File: config.mk
export PLATFORM = sky130hd
export DESIGN_NAME = scsi_msg_handler
export DESIGN_NICKNAME = d
export VERILOG_FILES = /design/src/msg_pkg.sv /design/src/scsi_msg_handler.sv /design/src/sync_table.sv
export SDC_FILE = /design/constraint.sdc
export NUM_CORES = 1
export LEC_CHECK = 0
export BUFFER_PORTS_ARGS = -buffer_cell sky130_fd_sc_hd__buf_2
export CAP_MARGIN = 10
export CORE_ASPECT_RATIO = 1.5
export CORE_UTILIZATION = 50
export DETAILED_ROUTE_END_ITERATION = 7
export PLACE_DENSITY = 0.68
export SETUP_SLACK_MARGIN = 0.02
export SYNTH_ARGS = -nofsm -noshare
export SYNTH_HDL_FRONTEND = slang
export SYNTH_SLANG_ARGS = --single-unit
File: constraint.sdc
create_clock -name CLK_SYS_IN -period 4.1 [get_ports CLK_SYS_IN]
set_clock_uncertainty 0.05 [all_clocks]
set_input_delay 0.41 -clock CLK_SYS_IN [delete_from_list [all_inputs] [get_ports CLK_SYS_IN]]
set_output_delay 0.41 -clock CLK_SYS_IN [all_outputs]
set_load 0.02 [all_outputs]
File: src/msg_pkg.sv
// constants for the target message handler
package msg_pkg;
	// message codes
	localparam logic [7:0] MSG_CMD_DONE   = 8'h00;
	localparam logic [7:0] MSG_EXTENDED   = 8'h01;
	localparam logic [7:0] MSG_SAVE_PTR   = 8'h02;
	localparam logic [7:0] MSG_DISCONNECT = 8'h04;
	localparam logic [7:0] MSG_INIT_ERR   = 8'h05;
	localparam logic [7:0] MSG_ABORT      = 8'h06;
	localparam logic [7:0] MSG_REJECT     = 8'h07;
	localparam logic [7:0] MSG_NOP        = 8'h08;
	localparam logic [7:0] MSG_PARITY     = 8'h09;
	localparam logic [7:0] MSG_LINKED     = 8'h0A;
	localparam logic [7:0] MSG_LINKED_FLG = 8'h0B;
	localparam logic [7:0] MSG_BDR        = 8'h0C;
	localparam logic [7:0] MSG_IDENTIFY   = 8'h80;
	localparam logic [7:0] EXT_LEN        = 8'h03;
	localparam logic [7:0] EXT_SYNC_CODE  = 8'h01;
	// identify fields
	localparam int ID_BIT      = 7;
	localparam int ID_DISC_BIT = 6;
	// period band upper limits, in 4 ns units
	localparam logic [7:0] BAND_0 = 8'h3E;
	localparam logic [7:0] BAND_1 = 8'h5D;
	localparam logic [7:0] BAND_2 = 8'h7D;
	localparam logic [7:0] BAND_3 = 8'h9C;
	localparam logic [7:0] BAND_4 = 8'hBB;
	localparam logic [7:0] BAND_5 = 8'hDA;
	localparam logic [7:0] BAND_6 = 8'hFA;
	localparam int PERIOD_UNIT_NS = 4;
	localparam logic [7:0] MIN_PERIOD = 8'h3E;
	localparam logic [3:0] MAX_OFFSET = 4'h8;
	// sense data
	localparam logic [3:0] SK_ABORTED    = 4'hB;
	localparam logic [7:0] ASC_INIT_ERR  = 8'h48;
	localparam logic [7:0] ASC_REJECT    = 8'h43;
	localparam logic [7:0] ASC_PARITY    = 8'h47;
	localparam logic [3:0] RESET_OFFSET  = 4'h0;
	localparam logic [7:0] RESET_PERIOD  = 8'h00;
	localparam int NUM_INITIATORS        = 8;
endpackage

File: src/scsi_msg_handler.sv
// message phase handler of a parallel bus disk target
`timescale 1ns/1ps
`default_nettype none
// Function
// RQ1: map period byte to one of eight rates
// RQ2: originate sync request with safe offset
// RQ3: agreement holds until reset or renegotiation
// RQ4: initiator avoids renegotiating each selection
// RQ5: asynchronous at power-on and resets
// RQ6: negotiate only after selection with both ids
// RQ7: send save pointer before data disconnect
// RQ8: send disconnect before releasing busy
// RQ9: initiator flags unexpected bus free
// RQ10: initiator error ends with check condition
// RQ11: abort clears own initiator, bus free
// RQ12: send reject; take reject of ours
// RQ13: initiator raises attention before rejecting
// RQ14: reject sent before further message bytes
// RQ15: initiator with attention handles reject
// RQ16: no operation takes no action
// RQ17: initiator raises attention for parity error
// RQ18: linked complete 0A, or 0B with flag
// RQ19: bus device reset clears all, bus free
// RQ20: identify bit7 set, reserved zero, lun zero
// RQ21: only initiator sets disconnect bit
// RQ22: initiator restores pointers on reconnect identify
// RQ23: period byte counts 4 ns units
// RQ24: offset at most 8, zero is async
// RQ25: keep agreement per initiator
module scsi_msg_handler #(
	parameter int ID_W = 3
) (
	input  wire logic            CLK_SYS_IN,
	input  wire logic            RESETN_IN,
	input  wire logic            HARD_RESET_IN,     // bus reset, pin
	input  wire logic            SEL_BOTH_IDS_IN,   // selection carried both ids
	input  wire logic [ID_W-1:0] INIT_ID_IN,
	input  wire logic            MSG_OUT_VALID_IN,  // received message byte strobe
	input  wire logic [7:0]      MSG_OUT_BYTE_IN,
	input  wire logic            REQ_SAVE_DISC_IN,  // core asks to disconnect in data
	input  wire logic            REQ_DISC_IN,       // core asks to disconnect
	input  wire logic            REQ_LINKED_IN,
	input  wire logic            LINK_FLAG_IN,
	input  wire logic            REQ_RECONNECT_IN,
	input  wire logic            REQ_NEGOTIATE_IN,
	input  wire logic            MSG_IN_READY_IN,   // bus side took the byte
	output logic                 MSG_IN_VALID_OUT,
	output logic      [7:0]      MSG_IN_BYTE_OUT,
	output logic                 BUS_FREE_OUT,      // pulse: release busy
	output logic                 CHECK_COND_OUT,    // pulse: end with check condition
	output logic      [3:0]      SENSE_KEY_OUT,
	output logic      [7:0]      SENSE_CODE_OUT,
	output logic                 CLEAR_OWN_OUT,     // pulse: drop this initiator's work
	output logic                 CLEAR_ALL_OUT,     // pulse: drop all work
	output logic                 DISC_ALLOWED_OUT,
	output logic                 REJECTED_OUT,      // pulse: our last message refused
	output logic      [2:0]      RATE_SEL_OUT,      // 0 = 4.00 MHz .. 7 = 0.89 MHz
	output logic      [7:0]      SYNC_PERIOD_OUT,
	output logic      [3:0]      SYNC_OFFSET_OUT
);
	typedef enum {ST_IDLE, ST_EXT1, ST_EXT2, ST_EXT3, ST_EXT4} rx_t;
	rx_t rx_state;
	logic hr_s1;
	logic hr_s2;
	logic [7:0] req_period;
	logic [7:0] last_sent;
	logic send_busy;
	logic [2:0] send_cnt;
	logic [2:0] send_len;
	logic [7:0] send_buf [5];
	logic after_send_free;

	//----------------------------------------
	// bus reset synchroniser
	//----------------------------------------
	// hard reset arrives from a pin
	always_ff @(posedge CLK_SYS_IN or negedge RESETN_IN) begin
		if (!RESETN_IN) begin
			hr_s1 <= 1'b0;
			hr_s2 <= 1'b0;
		end else begin
			hr_s1 <= HARD_RESET_IN;
			hr_s2 <= hr_s1;
		end
	end

	//----------------------------------------
	// decode
	//----------------------------------------
	// RQ1 period band decode
	function automatic logic [2:0] rate_of(input logic [7:0] p);
		if (p <= msg_pkg::BAND_0) return 3'd0;
		else if (p <= msg_pkg::BAND_1) return 3'd1;
		else if (p <= msg_pkg::BAND_2) return 3'd2;
		else if (p <= msg_pkg::BAND_3) return 3'd3;
		else if (p <= msg_pkg::BAND_4) return 3'd4;
		else if (p <= msg_pkg::BAND_5) return 3'd5;
		else if (p <= msg_pkg::BAND_6) return 3'd6;
		else return 3'd7;
	endfunction

	wire rx = MSG_OUT_VALID_IN && !send_busy;
	wire [7:0] b = MSG_OUT_BYTE_IN;
	wire rx_idle = rx && (rx_state == ST_IDLE);
	// RQ20 identify validity
	wire is_ident = b[msg_pkg::ID_BIT];
	wire ident_ok = is_ident && (b[5:0] == 6'h00);
	wire got_bdr = rx_idle && (b == msg_pkg::MSG_BDR);
	wire got_abort = rx_idle && (b == msg_pkg::MSG_ABORT);
	wire got_ierr = rx_idle && (b == msg_pkg::MSG_INIT_ERR);
	wire got_parity = rx_idle && (b == msg_pkg::MSG_PARITY);
	wire got_reject = rx_idle && (b == msg_pkg::MSG_REJECT);
	// RQ16 no operation is simply accepted
	wire got_nop = rx_idle && (b == msg_pkg::MSG_NOP);
	wire got_ext = rx_idle && (b == msg_pkg::MSG_EXTENDED);
	wire got_ident = rx_idle && ident_ok;
	wire got_bad = rx_idle && !(got_bdr || got_abort || got_ierr || got_parity
		|| got_reject || got_nop || got_ext || got_ident);
	wire ext_fin = rx && (rx_state == ST_EXT4);
	wire ext_bad = rx && ((rx_state == ST_EXT1 && b != msg_pkg::EXT_LEN)
		|| (rx_state == ST_EXT2 && b != msg_pkg::EXT_SYNC_CODE)
		|| (rx_state == ST_EXT2 && !SEL_BOTH_IDS_IN));
	// RQ23 RQ24 answer: period no shorter, offset clipped to 8
	wire [7:0] ans_period = (req_period < msg_pkg::MIN_PERIOD) ? msg_pkg::MIN_PERIOD
		: req_period;
	wire [3:0] ans_offset = (b > 8'(msg_pkg::MAX_OFFSET)) ? msg_pkg::MAX_OFFSET : b[3:0];
	wire [11:0] tbl_q;
	// RQ5 RQ19 asynchronous after any reset event
	wire clr_all = hr_s2 || got_bdr;

	//----------------------------------------
	// receive state machine
	//----------------------------------------
	always_ff @(posedge CLK_SYS_IN or negedge RESETN_IN) begin
		if (!RESETN_IN) begin
			rx_state <= ST_IDLE;
			req_period <= msg_pkg::RESET_PERIOD;
		end else if (hr_s2 || ext_bad) begin
			rx_state <= ST_IDLE;
		end else if (rx) begin
			case (rx_state)
				ST_IDLE: rx_state <= got_ext ? ST_EXT1 : ST_IDLE;
				ST_EXT1: rx_state <= ST_EXT2;
				ST_EXT2: rx_state <= ST_EXT3;
				ST_EXT3: begin
					req_period <= b;
					rx_state <= ST_EXT4;
				end
				ST_EXT4: rx_state <= ST_IDLE;
				default: rx_state <= ST_IDLE;
			endcase
		end
	end

	//----------------------------------------
	// per-initiator agreement store
	//----------------------------------------
	// RQ3 RQ25 agreement kept until reset or new exchange
	sync_table #(.DEPTH(msg_pkg::NUM_INITIATORS), .AW(ID_W)) u_tbl (
		.clk_in    (CLK_SYS_IN),
		.resetn_in (RESETN_IN),
		.clear_in  (clr_all),
		.wr_in     (ext_fin),
		.waddr_in  (INIT_ID_IN),
		.wdata_in  ({ans_period, ans_offset}),
		.raddr_in  (INIT_ID_IN),
		.rdata_out (tbl_q)
	);

	// RQ24 zero offset selects asynchronous
	assign SYNC_PERIOD_OUT = tbl_q[11:4];
	assign SYNC_OFFSET_OUT = tbl_q[3:0];
	assign RATE_SEL_OUT = rate_of(tbl_q[11:4]);

	//----------------------------------------
	// outgoing message sequencer
	//----------------------------------------
	// reject first, over any pending core request
	always_ff @(posedge CLK_SYS_IN or negedge RESETN_IN) begin
		if (!RESETN_IN) begin
			send_busy <= 1'b0;
			send_cnt <= 3'd0;
			send_len <= 3'd0;
			after_send_free <= 1'b0;
			last_sent <= msg_pkg::MSG_CMD_DONE;
			for (int i = 0; i < 5; i++) send_buf[i] <= 8'h00;
		end else if (hr_s2) begin
			send_busy <= 1'b0;
			send_cnt <= 3'd0;
		end else if (send_busy) begin
			if (MSG_IN_READY_IN) begin
				last_sent <= send_buf[send_cnt];
				send_cnt <= (send_cnt == send_len - 3'd1) ? 3'd0 : send_cnt + 3'd1; // idle at slot 0
				if (send_cnt == send_len - 3'd1) send_busy <= 1'b0;
			end
		end else if (got_bad || ext_bad) begin
			// RQ12 RQ14 reject before more message bytes
			send_buf[0] <= msg_pkg::MSG_REJECT;
			send_len <= 3'd1;
			send_busy <= 1'b1;
			after_send_free <= 1'b0;
		end else if (ext_fin) begin
			// answer of an initiator-started exchange
			send_buf[0] <= msg_pkg::MSG_EXTENDED;
			send_buf[1] <= msg_pkg::EXT_LEN;
			send_buf[2] <= msg_pkg::EXT_SYNC_CODE;
			send_buf[3] <= ans_period;
			send_buf[4] <= {4'h0, ans_offset};
			send_len <= 3'd5;
			send_busy <= 1'b1;
			after_send_free <= 1'b0;
		end else if (rx) begin // byte taken now: core requests wait a cycle
			send_busy <= 1'b0;
		end else if (REQ_NEGOTIATE_IN && SEL_BOTH_IDS_IN) begin
			// RQ2 RQ6 own request, fastest period, full offset
			send_buf[0] <= msg_pkg::MSG_EXTENDED;
			send_buf[1] <= msg_pkg::EXT_LEN;
			send_buf[2] <= msg_pkg::EXT_SYNC_CODE;
			send_buf[3] <= msg_pkg::MIN_PERIOD;
			send_buf[4] <= {4'h0, msg_pkg::MAX_OFFSET};
			send_len <= 3'd5;
			send_busy <= 1'b1;
			after_send_free <= 1'b0;
		end else if (REQ_SAVE_DISC_IN && DISC_ALLOWED_OUT) begin
			// RQ7 RQ8 save pointer then disconnect, then free
			send_buf[0] <= msg_pkg::MSG_SAVE_PTR;
			send_buf[1] <= msg_pkg::MSG_DISCONNECT;
			send_len <= 3'd2;
			send_busy <= 1'b1;
			after_send_free <= 1'b1;
		end else if (REQ_DISC_IN && DISC_ALLOWED_OUT) begin
			// RQ8 disconnect announced before busy drops
			send_buf[0] <= msg_pkg::MSG_DISCONNECT;
			send_len <= 3'd1;
			send_busy <= 1'b1;
			after_send_free <= 1'b1;
		end else if (REQ_LINKED_IN) begin
			// RQ18 linked complete code by flag
			send_buf[0] <= LINK_FLAG_IN ? msg_pkg::MSG_LINKED_FLG : msg_pkg::MSG_LINKED;
			send_len <= 3'd1;
			send_busy <= 1'b1;
			after_send_free <= 1'b0;
		end else if (REQ_RECONNECT_IN) begin
			// RQ20 RQ21 identify, lun zero, bit6 clear
			send_buf[0] <= msg_pkg::MSG_IDENTIFY;
			send_len <= 3'd1;
			send_busy <= 1'b1;
			after_send_free <= 1'b0;
		end
	end

	assign MSG_IN_VALID_OUT = send_busy;
	assign MSG_IN_BYTE_OUT = send_buf[send_cnt];
	wire send_done = send_busy && MSG_IN_READY_IN && (send_cnt == send_len - 3'd1);

	//----------------------------------------
	// actions and sense
	//----------------------------------------
	always_ff @(posedge CLK_SYS_IN or negedge RESETN_IN) begin
		if (!RESETN_IN) begin
			BUS_FREE_OUT <= 1'b0;
			CHECK_COND_OUT <= 1'b0;
			CLEAR_OWN_OUT <= 1'b0;
			CLEAR_ALL_OUT <= 1'b0;
			REJECTED_OUT <= 1'b0;
			DISC_ALLOWED_OUT <= 1'b0;
			SENSE_KEY_OUT <= 4'h0;
			SENSE_CODE_OUT <= 8'h00;
		end else begin
			// RQ11 RQ19 abort and device reset go bus free
			BUS_FREE_OUT <= got_abort || got_bdr || (send_done && after_send_free);
			CLEAR_OWN_OUT <= got_abort;
			CLEAR_ALL_OUT <= clr_all;
			// RQ12 initiator refused our last message
			REJECTED_OUT <= got_reject;
			// RQ10 initiator error ends with check condition
			CHECK_COND_OUT <= got_ierr || got_parity
				|| (got_reject && last_sent == msg_pkg::MSG_REJECT);
			if (got_ierr) begin
				SENSE_KEY_OUT <= msg_pkg::SK_ABORTED;
				SENSE_CODE_OUT <= msg_pkg::ASC_INIT_ERR;
			end else if (got_parity) begin
				SENSE_KEY_OUT <= msg_pkg::SK_ABORTED;
				SENSE_CODE_OUT <= msg_pkg::ASC_PARITY;
			end else if (got_reject && last_sent == msg_pkg::MSG_REJECT) begin
				SENSE_KEY_OUT <= msg_pkg::SK_ABORTED;
				SENSE_CODE_OUT <= msg_pkg::ASC_REJECT;
			end
			if (clr_all) DISC_ALLOWED_OUT <= 1'b0;
			else if (got_ident) DISC_ALLOWED_OUT <= b[msg_pkg::ID_DISC_BIT];
		end
	end

	//----------------------------------------
	// checks
	//----------------------------------------
	property p_rate;
		@(posedge CLK_SYS_IN) disable iff (!RESETN_IN)
		(SYNC_PERIOD_OUT > 8'hFA) |-> (RATE_SEL_OUT == 3'd7);
	endproperty
	a_rate: assert property (p_rate) else $error("bad rate band"); // RQ1
	property p_off;
		@(posedge CLK_SYS_IN) disable iff (!RESETN_IN)
		SYNC_OFFSET_OUT <= 4'h8;
	endproperty
	a_off: assert property (p_off) else $error("offset above max"); // RQ24
	property p_bdr;
		@(posedge CLK_SYS_IN) disable iff (!RESETN_IN)
		got_bdr |-> ##1 BUS_FREE_OUT ##1 (SYNC_OFFSET_OUT == 4'h0);
	endproperty
	a_bdr: assert property (p_bdr) else $error("device reset not async"); // RQ19
	property p_abort;
		@(posedge CLK_SYS_IN) disable iff (!RESETN_IN)
		got_abort |=> (BUS_FREE_OUT && CLEAR_OWN_OUT && !MSG_IN_VALID_OUT);
	endproperty
	a_abort: assert property (p_abort) else $error("abort mishandled"); // RQ11
	property p_rej;
		@(posedge CLK_SYS_IN) disable iff (!RESETN_IN)
		(got_bad && !send_busy) |=> (MSG_IN_VALID_OUT && MSG_IN_BYTE_OUT == 8'h07);
	endproperty
	a_rej: assert property (p_rej) else $error("reject not sent"); // RQ14
	property p_ierr;
		@(posedge CLK_SYS_IN) disable iff (!RESETN_IN)
		got_ierr |=> (CHECK_COND_OUT && SENSE_KEY_OUT == 4'hB);
	endproperty
	a_ierr: assert property (p_ierr) else $error("init error not checked"); // RQ10
	property p_nop;
		@(posedge CLK_SYS_IN) disable iff (!RESETN_IN)
		got_nop |=> !(BUS_FREE_OUT || CHECK_COND_OUT || MSG_IN_VALID_OUT);
	endproperty
	a_nop: assert property (p_nop) else $error("nop acted"); // RQ16
	property p_disc;
		@(posedge CLK_SYS_IN) disable iff (!RESETN_IN)
		$rose(BUS_FREE_OUT) && !$past(got_abort) && !$past(got_bdr)
			|-> ($past(last_sent) == 8'h04 || last_sent == 8'h04);
	endproperty
	a_disc: assert property (p_disc) else $error("free without disconnect"); // RQ8
endmodule // scsi_msg_handler
`default_nettype wire

File: src/sync_table.sv
// per-initiator store of agreed period and offset
`timescale 1ns/1ps
`default_nettype none
module sync_table #(
	parameter int DEPTH = 8,
	parameter int AW    = 3
) (
	input  wire logic          clk_in,
	input  wire logic          resetn_in,
	input  wire logic          clear_in,
	input  wire logic          wr_in,
	input  wire logic [AW-1:0] waddr_in,
	input  wire logic [11:0]   wdata_in,
	input  wire logic [AW-1:0] raddr_in,
	output logic      [11:0]   rdata_out
);
	logic [11:0] mem [DEPTH];

	// entries cleared to asynchronous on any reset event
	always_ff @(posedge clk_in or negedge resetn_in) begin
		if (!resetn_in) begin
			for (int i = 0; i < DEPTH; i++) mem[i] <= 12'h000;
			rdata_out <= 12'h000;
		end else begin
			if (clear_in) begin
				for (int i = 0; i < DEPTH; i++) mem[i] <= 12'h000;
			end else if (wr_in) begin
				mem[waddr_in] <= wdata_in;
			end
			rdata_out <= clear_in ? 12'h000 : mem[raddr_in];
		end
	end
endmodule // sync_table
`default_nettype wire

==> impl_results.md, run 1 <==
- Most common cell after layout, fill and taps aside: dfrtp_1
- CP Class: register to register
- Antenna-violating nets left: 0
- Share of cells above drive strength 1: 15.6%
- IO Count: 65
- Pre-antenna DRT Iters: 7
- Failing checks: hold timing
- Die width: 105 um
- # setup viols final: 0
- PwrDens: 433 nW/um2
- Core ar.: 15600 um2
- Number of core rows: 56
- Die height: 156 um
- EDFF count, synth: 0
- Residual DRC: 0
- Crit start category: register
- Post-Layout Inst Area: 8840 um2
- Max_slew headroom: 23.2%
- Worst-margin pin slew: 1140 ps
- GR Util met2: 48.0%
- Minimum clock period: 2740 ps
- Critical Path RT: 4370 ps
- Arrival time at the worst endpoint: 3010 ps
- Met3 Use GR: 4.33%
- Hold buffer count at CTS: 0
- Post-CTS Setup Inserts: 0
- Largest net degree at the start of global routing: 111
- Max Freq: 365 MHz
- First-pass GRT wire length: 33900 um
- Yosys top cell area share: 52.5%
- Sum of negative setup slack: 0 ps
- Worst-path maximum fanout: 14
- Final RePlAce weighted congestion: 0.899
- WL final: 21300 um
- Async set or reset register ratio after synthesis: 100%
- Routed WL per cell: 20.4 um
- Nets: 855
- Number of clock sinks: 167
- Initial DRC Count: 610
- Syn Inst Count: 807
- Commonest non-fill, non-tap cells in the layout: dfrtp_1 (167), nor2_1 (140), nand2_1 (85)
- Final hold violations: 6
- Final Max Slew Viols: 0
- Via density: 6.27
- Grt met1 use: 30.3%
- Hold_ws: -13.4 ps
- Layout area overhead: 11.2%
- Largest buffer count on any clock path: 2
- Antenna diode count: 0
- Total track usage: 26.8%
- Worst slack, placed: 1370 ps
- Seq/Total Area, Yosys: 52.5%
- Peak VDD IR: 0.246 mV
- Netlist cell types: 71
- Clk pin slew, worst setup/hold paths: 70 ps
- Worst setup margin: 1360 ps
- Initial Util: 50.9%
- CTS HTree Levels: 4
- CTS root buffer: clkbuf_16
- Max cap viols: 0
- Vias in the first global route: 6496
- CP Capture Type: register
- Syn Area/Cell: 9.86 um2
- Yosys warns: 0
- Power Total: 3830 uW
- Outcome: complete, but fails checks
- TritonCTS clock tree: yes
- Crit share post-route: 66.7%
- Post-synth top flop: dfrtp_1
- Placement Cell Area: 8270 um2
- Area of the mapped netlist: 7960 um2
- Worst-Skew Late Latency: 430 ps
- HP Class: primary input to async pin
- Seq cells post-synth: 167
- Post-CTS resize count: 0
- Area contributors post-synth: dfrtp_1 (53%), nor2_1 (6.6%), a211oi_1 (4.8%)
- DP HPWL: 14400 um
- CTS Buf Count: 17
- Grt ovf: 0
- Die area: 16400 um2
- Port buffer count: 60
- Synth area leader: dfrtp_1
- Antenna violations before repair: 0
- Via count: 6555
- RSZ-0062 raised after global routing: false
- Most used routing layer in global routing: met2
- P_leak: 0.00386 uW
-- routing by layer --
layer / wire (um) / up-vias
li1: - / 2961
met1: 8190 / 3266
met2: 11100 / 269
met3: 1050 / 59
met4: 947 / 0
met5: 0 / -
-- cells by family after synthesis --
| group | after synthesis | synth area share, % |
|---|---|---|
| flip-flops | 167 | 52.5 |
| AO/OA/AOI/OAI | 222 | 20.5 |
| buffers and inverters | 74 | 4.61 |
| multiplexers | 20 | 2.80 |
| XOR/XNOR | 6 | 0.661 |
| adder cells (fa/ha/maj) | 2 | 0.315 |
| AND/OR/NAND/NOR | 315 | 18.5 |
| other | 1 | 0.0471 |
-- state kept, by name, indices dropped and copies added (netlist names) --
signal	cells
REJECTED_OUT	1
MSG_IN_VALID_OUT	1
send_len	3
send_cnt	3
send_buf	20
BUS_FREE_OUT	1
rx_state	3
last_sent	8
DISC_ALLOWED_OUT	1
req_period	8
SENSE_CODE_OUT	3
after_send_free	1
u_tbl.mem	96
SENSE_KEY_OUT	1
u_tbl.rdata_out	12
CLEAR_ALL_OUT	1
CLEAR_OWN_OUT	1
hr_s2	1
CHECK_COND_OUT	1
hr_s1	1
-- where the power goes --
part	total, uW	internal, uW	switching (uW)
Sequential	1770	1710	55.4
Combinational	471	163	308
Clock	1590	907	682
-- metrics by stage --
step | util [%] | instances
final | 56.6 | 1045
after global routing | 56.6 | 1045
after CTS | 56.6 | 1045
after detailed placement | 52.9 | 1014
after global placement | 52.9 | 1014
after floorplan | - | 810
-- worst max-delay path: stages (launching register included) --
cell	delay [ps]
dfrtp_1	530
nor3_2	450
nand3_2	330
nor2_1	920
nor2_1	100
a211oi_1	260
-- cell type report --
type / instances / area, um2
Timing Repair Buffer: 64 / 362
Fill cell: 1351 / 6780
Clock inverter: 12 / 144
Sequential cell: 167 / 4180
Inverter: 11 / 41.3
Multi-Input combinational cell: 569 / 3430
Tap cell: 203 / 254
Clock buffer: 19 / 433
-- cell usage after synthesis, types with 5 or more instances --
library cell,count
a211oi_1,51
a21oi_1,26
a22oi_1,32
a31oi_1,11
and2_1,11
and3_1,9
buf_2,32
buf_4,9
clkbuf_1,18
dfrtp_1,167
inv_1,11
mux2_2,16
nand2_1,85
nand3_1,8
nand4_1,7
nor2_1,140
nor3_1,6
nor4_1,6
o21ai_0,16
o221ai_1,6
o22a_1,5
o22ai_1,39
or4_1,7
-- final timing paths --
kind,startpoint,endpoint,slack [ps],cells past startpoint
setup / recovery,MSG_IN_VALID_OUT,u_tbl.mem[81],1360,5
hold / removal,RESETN_IN,CHECK_COND_OUT,-10,1
setup reg to reg,MSG_IN_VALID_OUT,u_tbl.mem[81],1360,5
hold reg to reg,hr_s1,hr_s2,310,0
max in group asynchronous,RESETN_IN,send_buf[1],3070,2
min in group CLK_SYS_IN,HARD_RESET_IN,hr_s1,40,1
No activity file was read; power rests on OpenSTA's default activity.
==> inputs of run 2 (changes only) <==
==> constraint.sdc (replaced) <==
create_clock -name CLK_SYS_IN -period 2.84 [get_ports CLK_SYS_IN]
set_clock_uncertainty 0.05 [all_clocks]
set_input_delay 0.284 -clock CLK_SYS_IN [delete_from_list [all_inputs] [get_ports CLK_SYS_IN]]
set_output_delay 0.284 -clock CLK_SYS_IN [all_outputs]
set_load 0.02 [all_outputs]
==> run 2 against run 1 <==
- die area unchanged
- the run now ends clean
- first-iteration DRC count is 1.5% lower
- critical path depth fell by 2
- core utilization grew 1.5 points
- power increased by 46%
- register-to-register slack lost 820 ps
- cell count rose by 2.3%
- largest cell class unchanged
- clock power is 45% higher
- routed wire length up 1.7%
==> impl_results.md, run 2 (synthesis results as in run 1) <==
- Die height: 156 um (unchanged)
- Reg with most FFs: u_tbl.mem
- Vias in the first global route: 6469 (-0.42%)
- Initial DRC Count: 601 (-1.5%)
- Port buffer count: 60 (unchanged)
- First-pass GRT wire length: 34600 um (+2.0%)
- Die width: 105 um (unchanged)
- CP Capture Type: output pin
- Largest regs: u_tbl.mem: 96 flops, send_buf: 20 flops, u_tbl.rdata_out: 12 flops
- CP Class: register to output pin
- Grt ovf: 0 (unchanged)
- WL final: 21700 um (+1.7%)
- Nets: 881 (+3.0%)
- Antenna diode count: 0 (unchanged)
- Final Max Slew Viols: 0 (unchanged)
- Util after Layout: 58.1% (+1.5 points)
- Clock Power Share: 41.4% (about the same)
- Final hold violations: 0 (-6)
- Total track usage: 27.5% (+0.75 points)
- Antenna-violating nets left: 0 (unchanged)
- Layout area overhead: 14.1%
- Share of cells above drive strength 1: 17.8% (+2.2 points)
- RSZ-0062 raised after global routing: false
- P_leak: 0.00401 uW (+4.0%)
- Die area: 16400 um2 (unchanged)
- Initial Util: 50.9% (unchanged)
- Max cap viols: 0 (unchanged)
- WP buf/inv: 1 (+1)
- Number of core rows: 56 (unchanged)
- Worst-margin pin slew: 783 ps (-353 ps)
- Sw frac: 25.7% (-1.6 points)
- Switch Pwr: 1430 uW (+37%)
- TritonCTS clock tree: yes
- Minimum clock period: 2440 ps
- Worst-path maximum fanout: 15 (+1)
- CTS Buf Count: 17 (unchanged)
- CTS HTree Levels: 4 (unchanged)
- Critical path's slowest cell: dfrtp_1
- Largest buffer count on any clock path: 2 (unchanged)
- Most common cell after layout, fill and taps aside: dfrtp_1
- Worst-Skew Late Latency: 420 ps (about the same)
- Final RePlAce weighted congestion: 0.876 (-2.6%)
- Max Freq: 409 MHz
- Pre-antenna DRT Iters: 5 (-2)
- Post-CTS resize count: 0 (unchanged)
- Post-CTS Setup Inserts: 0 (unchanged)
- Via density: 6.16 (-1.8%)
- Critical-path cell list: o21ai_0, a222oi_1, buf_2
- # setup viols final: 0 (unchanged)
- Peak VDD IR: 0.311 mV (+27%)
- Clk pin slew, worst setup/hold paths: 60 ps (about the same)
- Via count: 6586 (+0.47%)
- Commonest non-fill, non-tap cells in the layout: dfrtp_1 (167), nor2_1 (140), nand2_1 (85)
- Crit start category: register
- Crit share post-route: 86.0%
- Antenna violations before repair: 0 (unchanged)
- Outcome: complete, no violations
- Sequential power share: 45.7% (-0.5 points)
- PwrDens: 615 nW/um2 (+42%)
- Largest net degree at the start of global routing: 89 (-20%)
- DP HPWL: 15100 um (+4.2%)
- CTS root buffer: clkbuf_16
- Max reg flops: 96 (unchanged)
- Critical Path RT: 2510 ps (-1860 ps)
- Crit-path max cell delay: 660 ps (-260 ps)
- Setup slack, reg-to-reg: 540 ps (-820 ps)
- Gate power share: 13.0% (+0.7 points)
- CP top delay family: compound AO/OA/AOI/OAI gates
- Number of clock sinks: 167 (unchanged)
- Core ar.: 15600 um2 (unchanged)
- IO Count: 65 (unchanged)
- Arrival time at the worst endpoint: 2110 ps (-900 ps)
- Pint: 4150 uW (+49%)
- Sum of negative setup slack: 0 ps (unchanged)
- Max_slew headroom: 47.6% (+24 points)
- HP Class: primary input to register
- Routed WL per cell: 20.3 um (-0.55%)
- Residual DRC: 0 (unchanged)
==> run 2: cell types whose count changed in the layout (fill, tap and decap cells not counted), sizes merged <==
cell / previous run / this run
inv: 16 / 11
buf: 64 / 88
dlygate4sd3: 0 / 2
clkinv: 3 / 6
clkinvlp: 2 / 0
bufinv: 2 / 3
clkbuf: 19 / 20
==> run 2: tightest hold or removal path, delay by kind of cell <==
| kind | cells | cell delay, ps |
|---|---|---|
| simple gates | 1 | 80 |
| compound gates | 1 | 60 |
| buf+inv | 1 | 110 |
==> run 2: what timing repair did <==
item,CTS,global route
hold buffers,2,0
endpoints found under the setup margin,0,0
endpoints found under the hold margin,42,0
==> run 2: worst paths after layout <==
path	startpoint	to	depth (start not counted)
max	send_cnt[2]	MSG_IN_BYTE_OUT[2]	3
min	MSG_IN_READY_IN	send_cnt[1]	3
max reg2reg	MSG_IN_VALID_OUT	req_period[7]	6
min reg2reg	hr_s1	hr_s2	0
max in group asynchronous	RESETN_IN	u_tbl.mem[24]	3
min in group asynchronous	RESETN_IN	REJECTED_OUT	2
==> run 2: metal layers <==
metal  vias to the layer above  GRT usage (%)  wire length, um
met5                         -              0                0
met4                         0           13.8              784
met3                        44           3.87              885
met2                       248           49.6            11600
met1                      3287           32.0             8420
li1                       3007              -                -
==> run 2: through the flow <==
step / area [um2] / hold WS, ps / setup slack (ps) / total power (uW) / cells
final: 9080 / 108 / 398 / 5590 / 1069
after global routing: 9080 / 109 / 269 / 5780 / 1069
after CTS: 9080 / 94.3 / 414 / 5620 / 1069
after detailed placement: 8470 / 182 / 450 / 3310 / 1038
after global placement: 8470 / 176 / 499 / 3290 / 1038
after floorplan: 7970 / -61.6 / 639 / 3030 / 810
==> run 2: final cells by class <==
| type | count | area [um2] |
|---|---|---|
| fillers | 1332 | 6550 |
| flip-flops and latches | 167 | 4180 |
| multi-input cells | 569 | 3430 |
| repair buffers | 90 | 587 |
| clock buffers | 20 | 457 |
| well taps | 203 | 254 |
| clock inverters | 9 | 128 |
| inverters | 11 | 41.3 |
==> run 2: power by group through the flow <==
stage | combinational [uW] | sequential [uW] | clock, uW
floorplan | 431 | 2600 | 0
global placement | 707 | 2580 | 0
detailed placement | 720 | 2590 | 0
CTS | 726 | 2550 | 2340
global route | 779 | 2560 | 2440
finish | 724 | 2550 | 2310
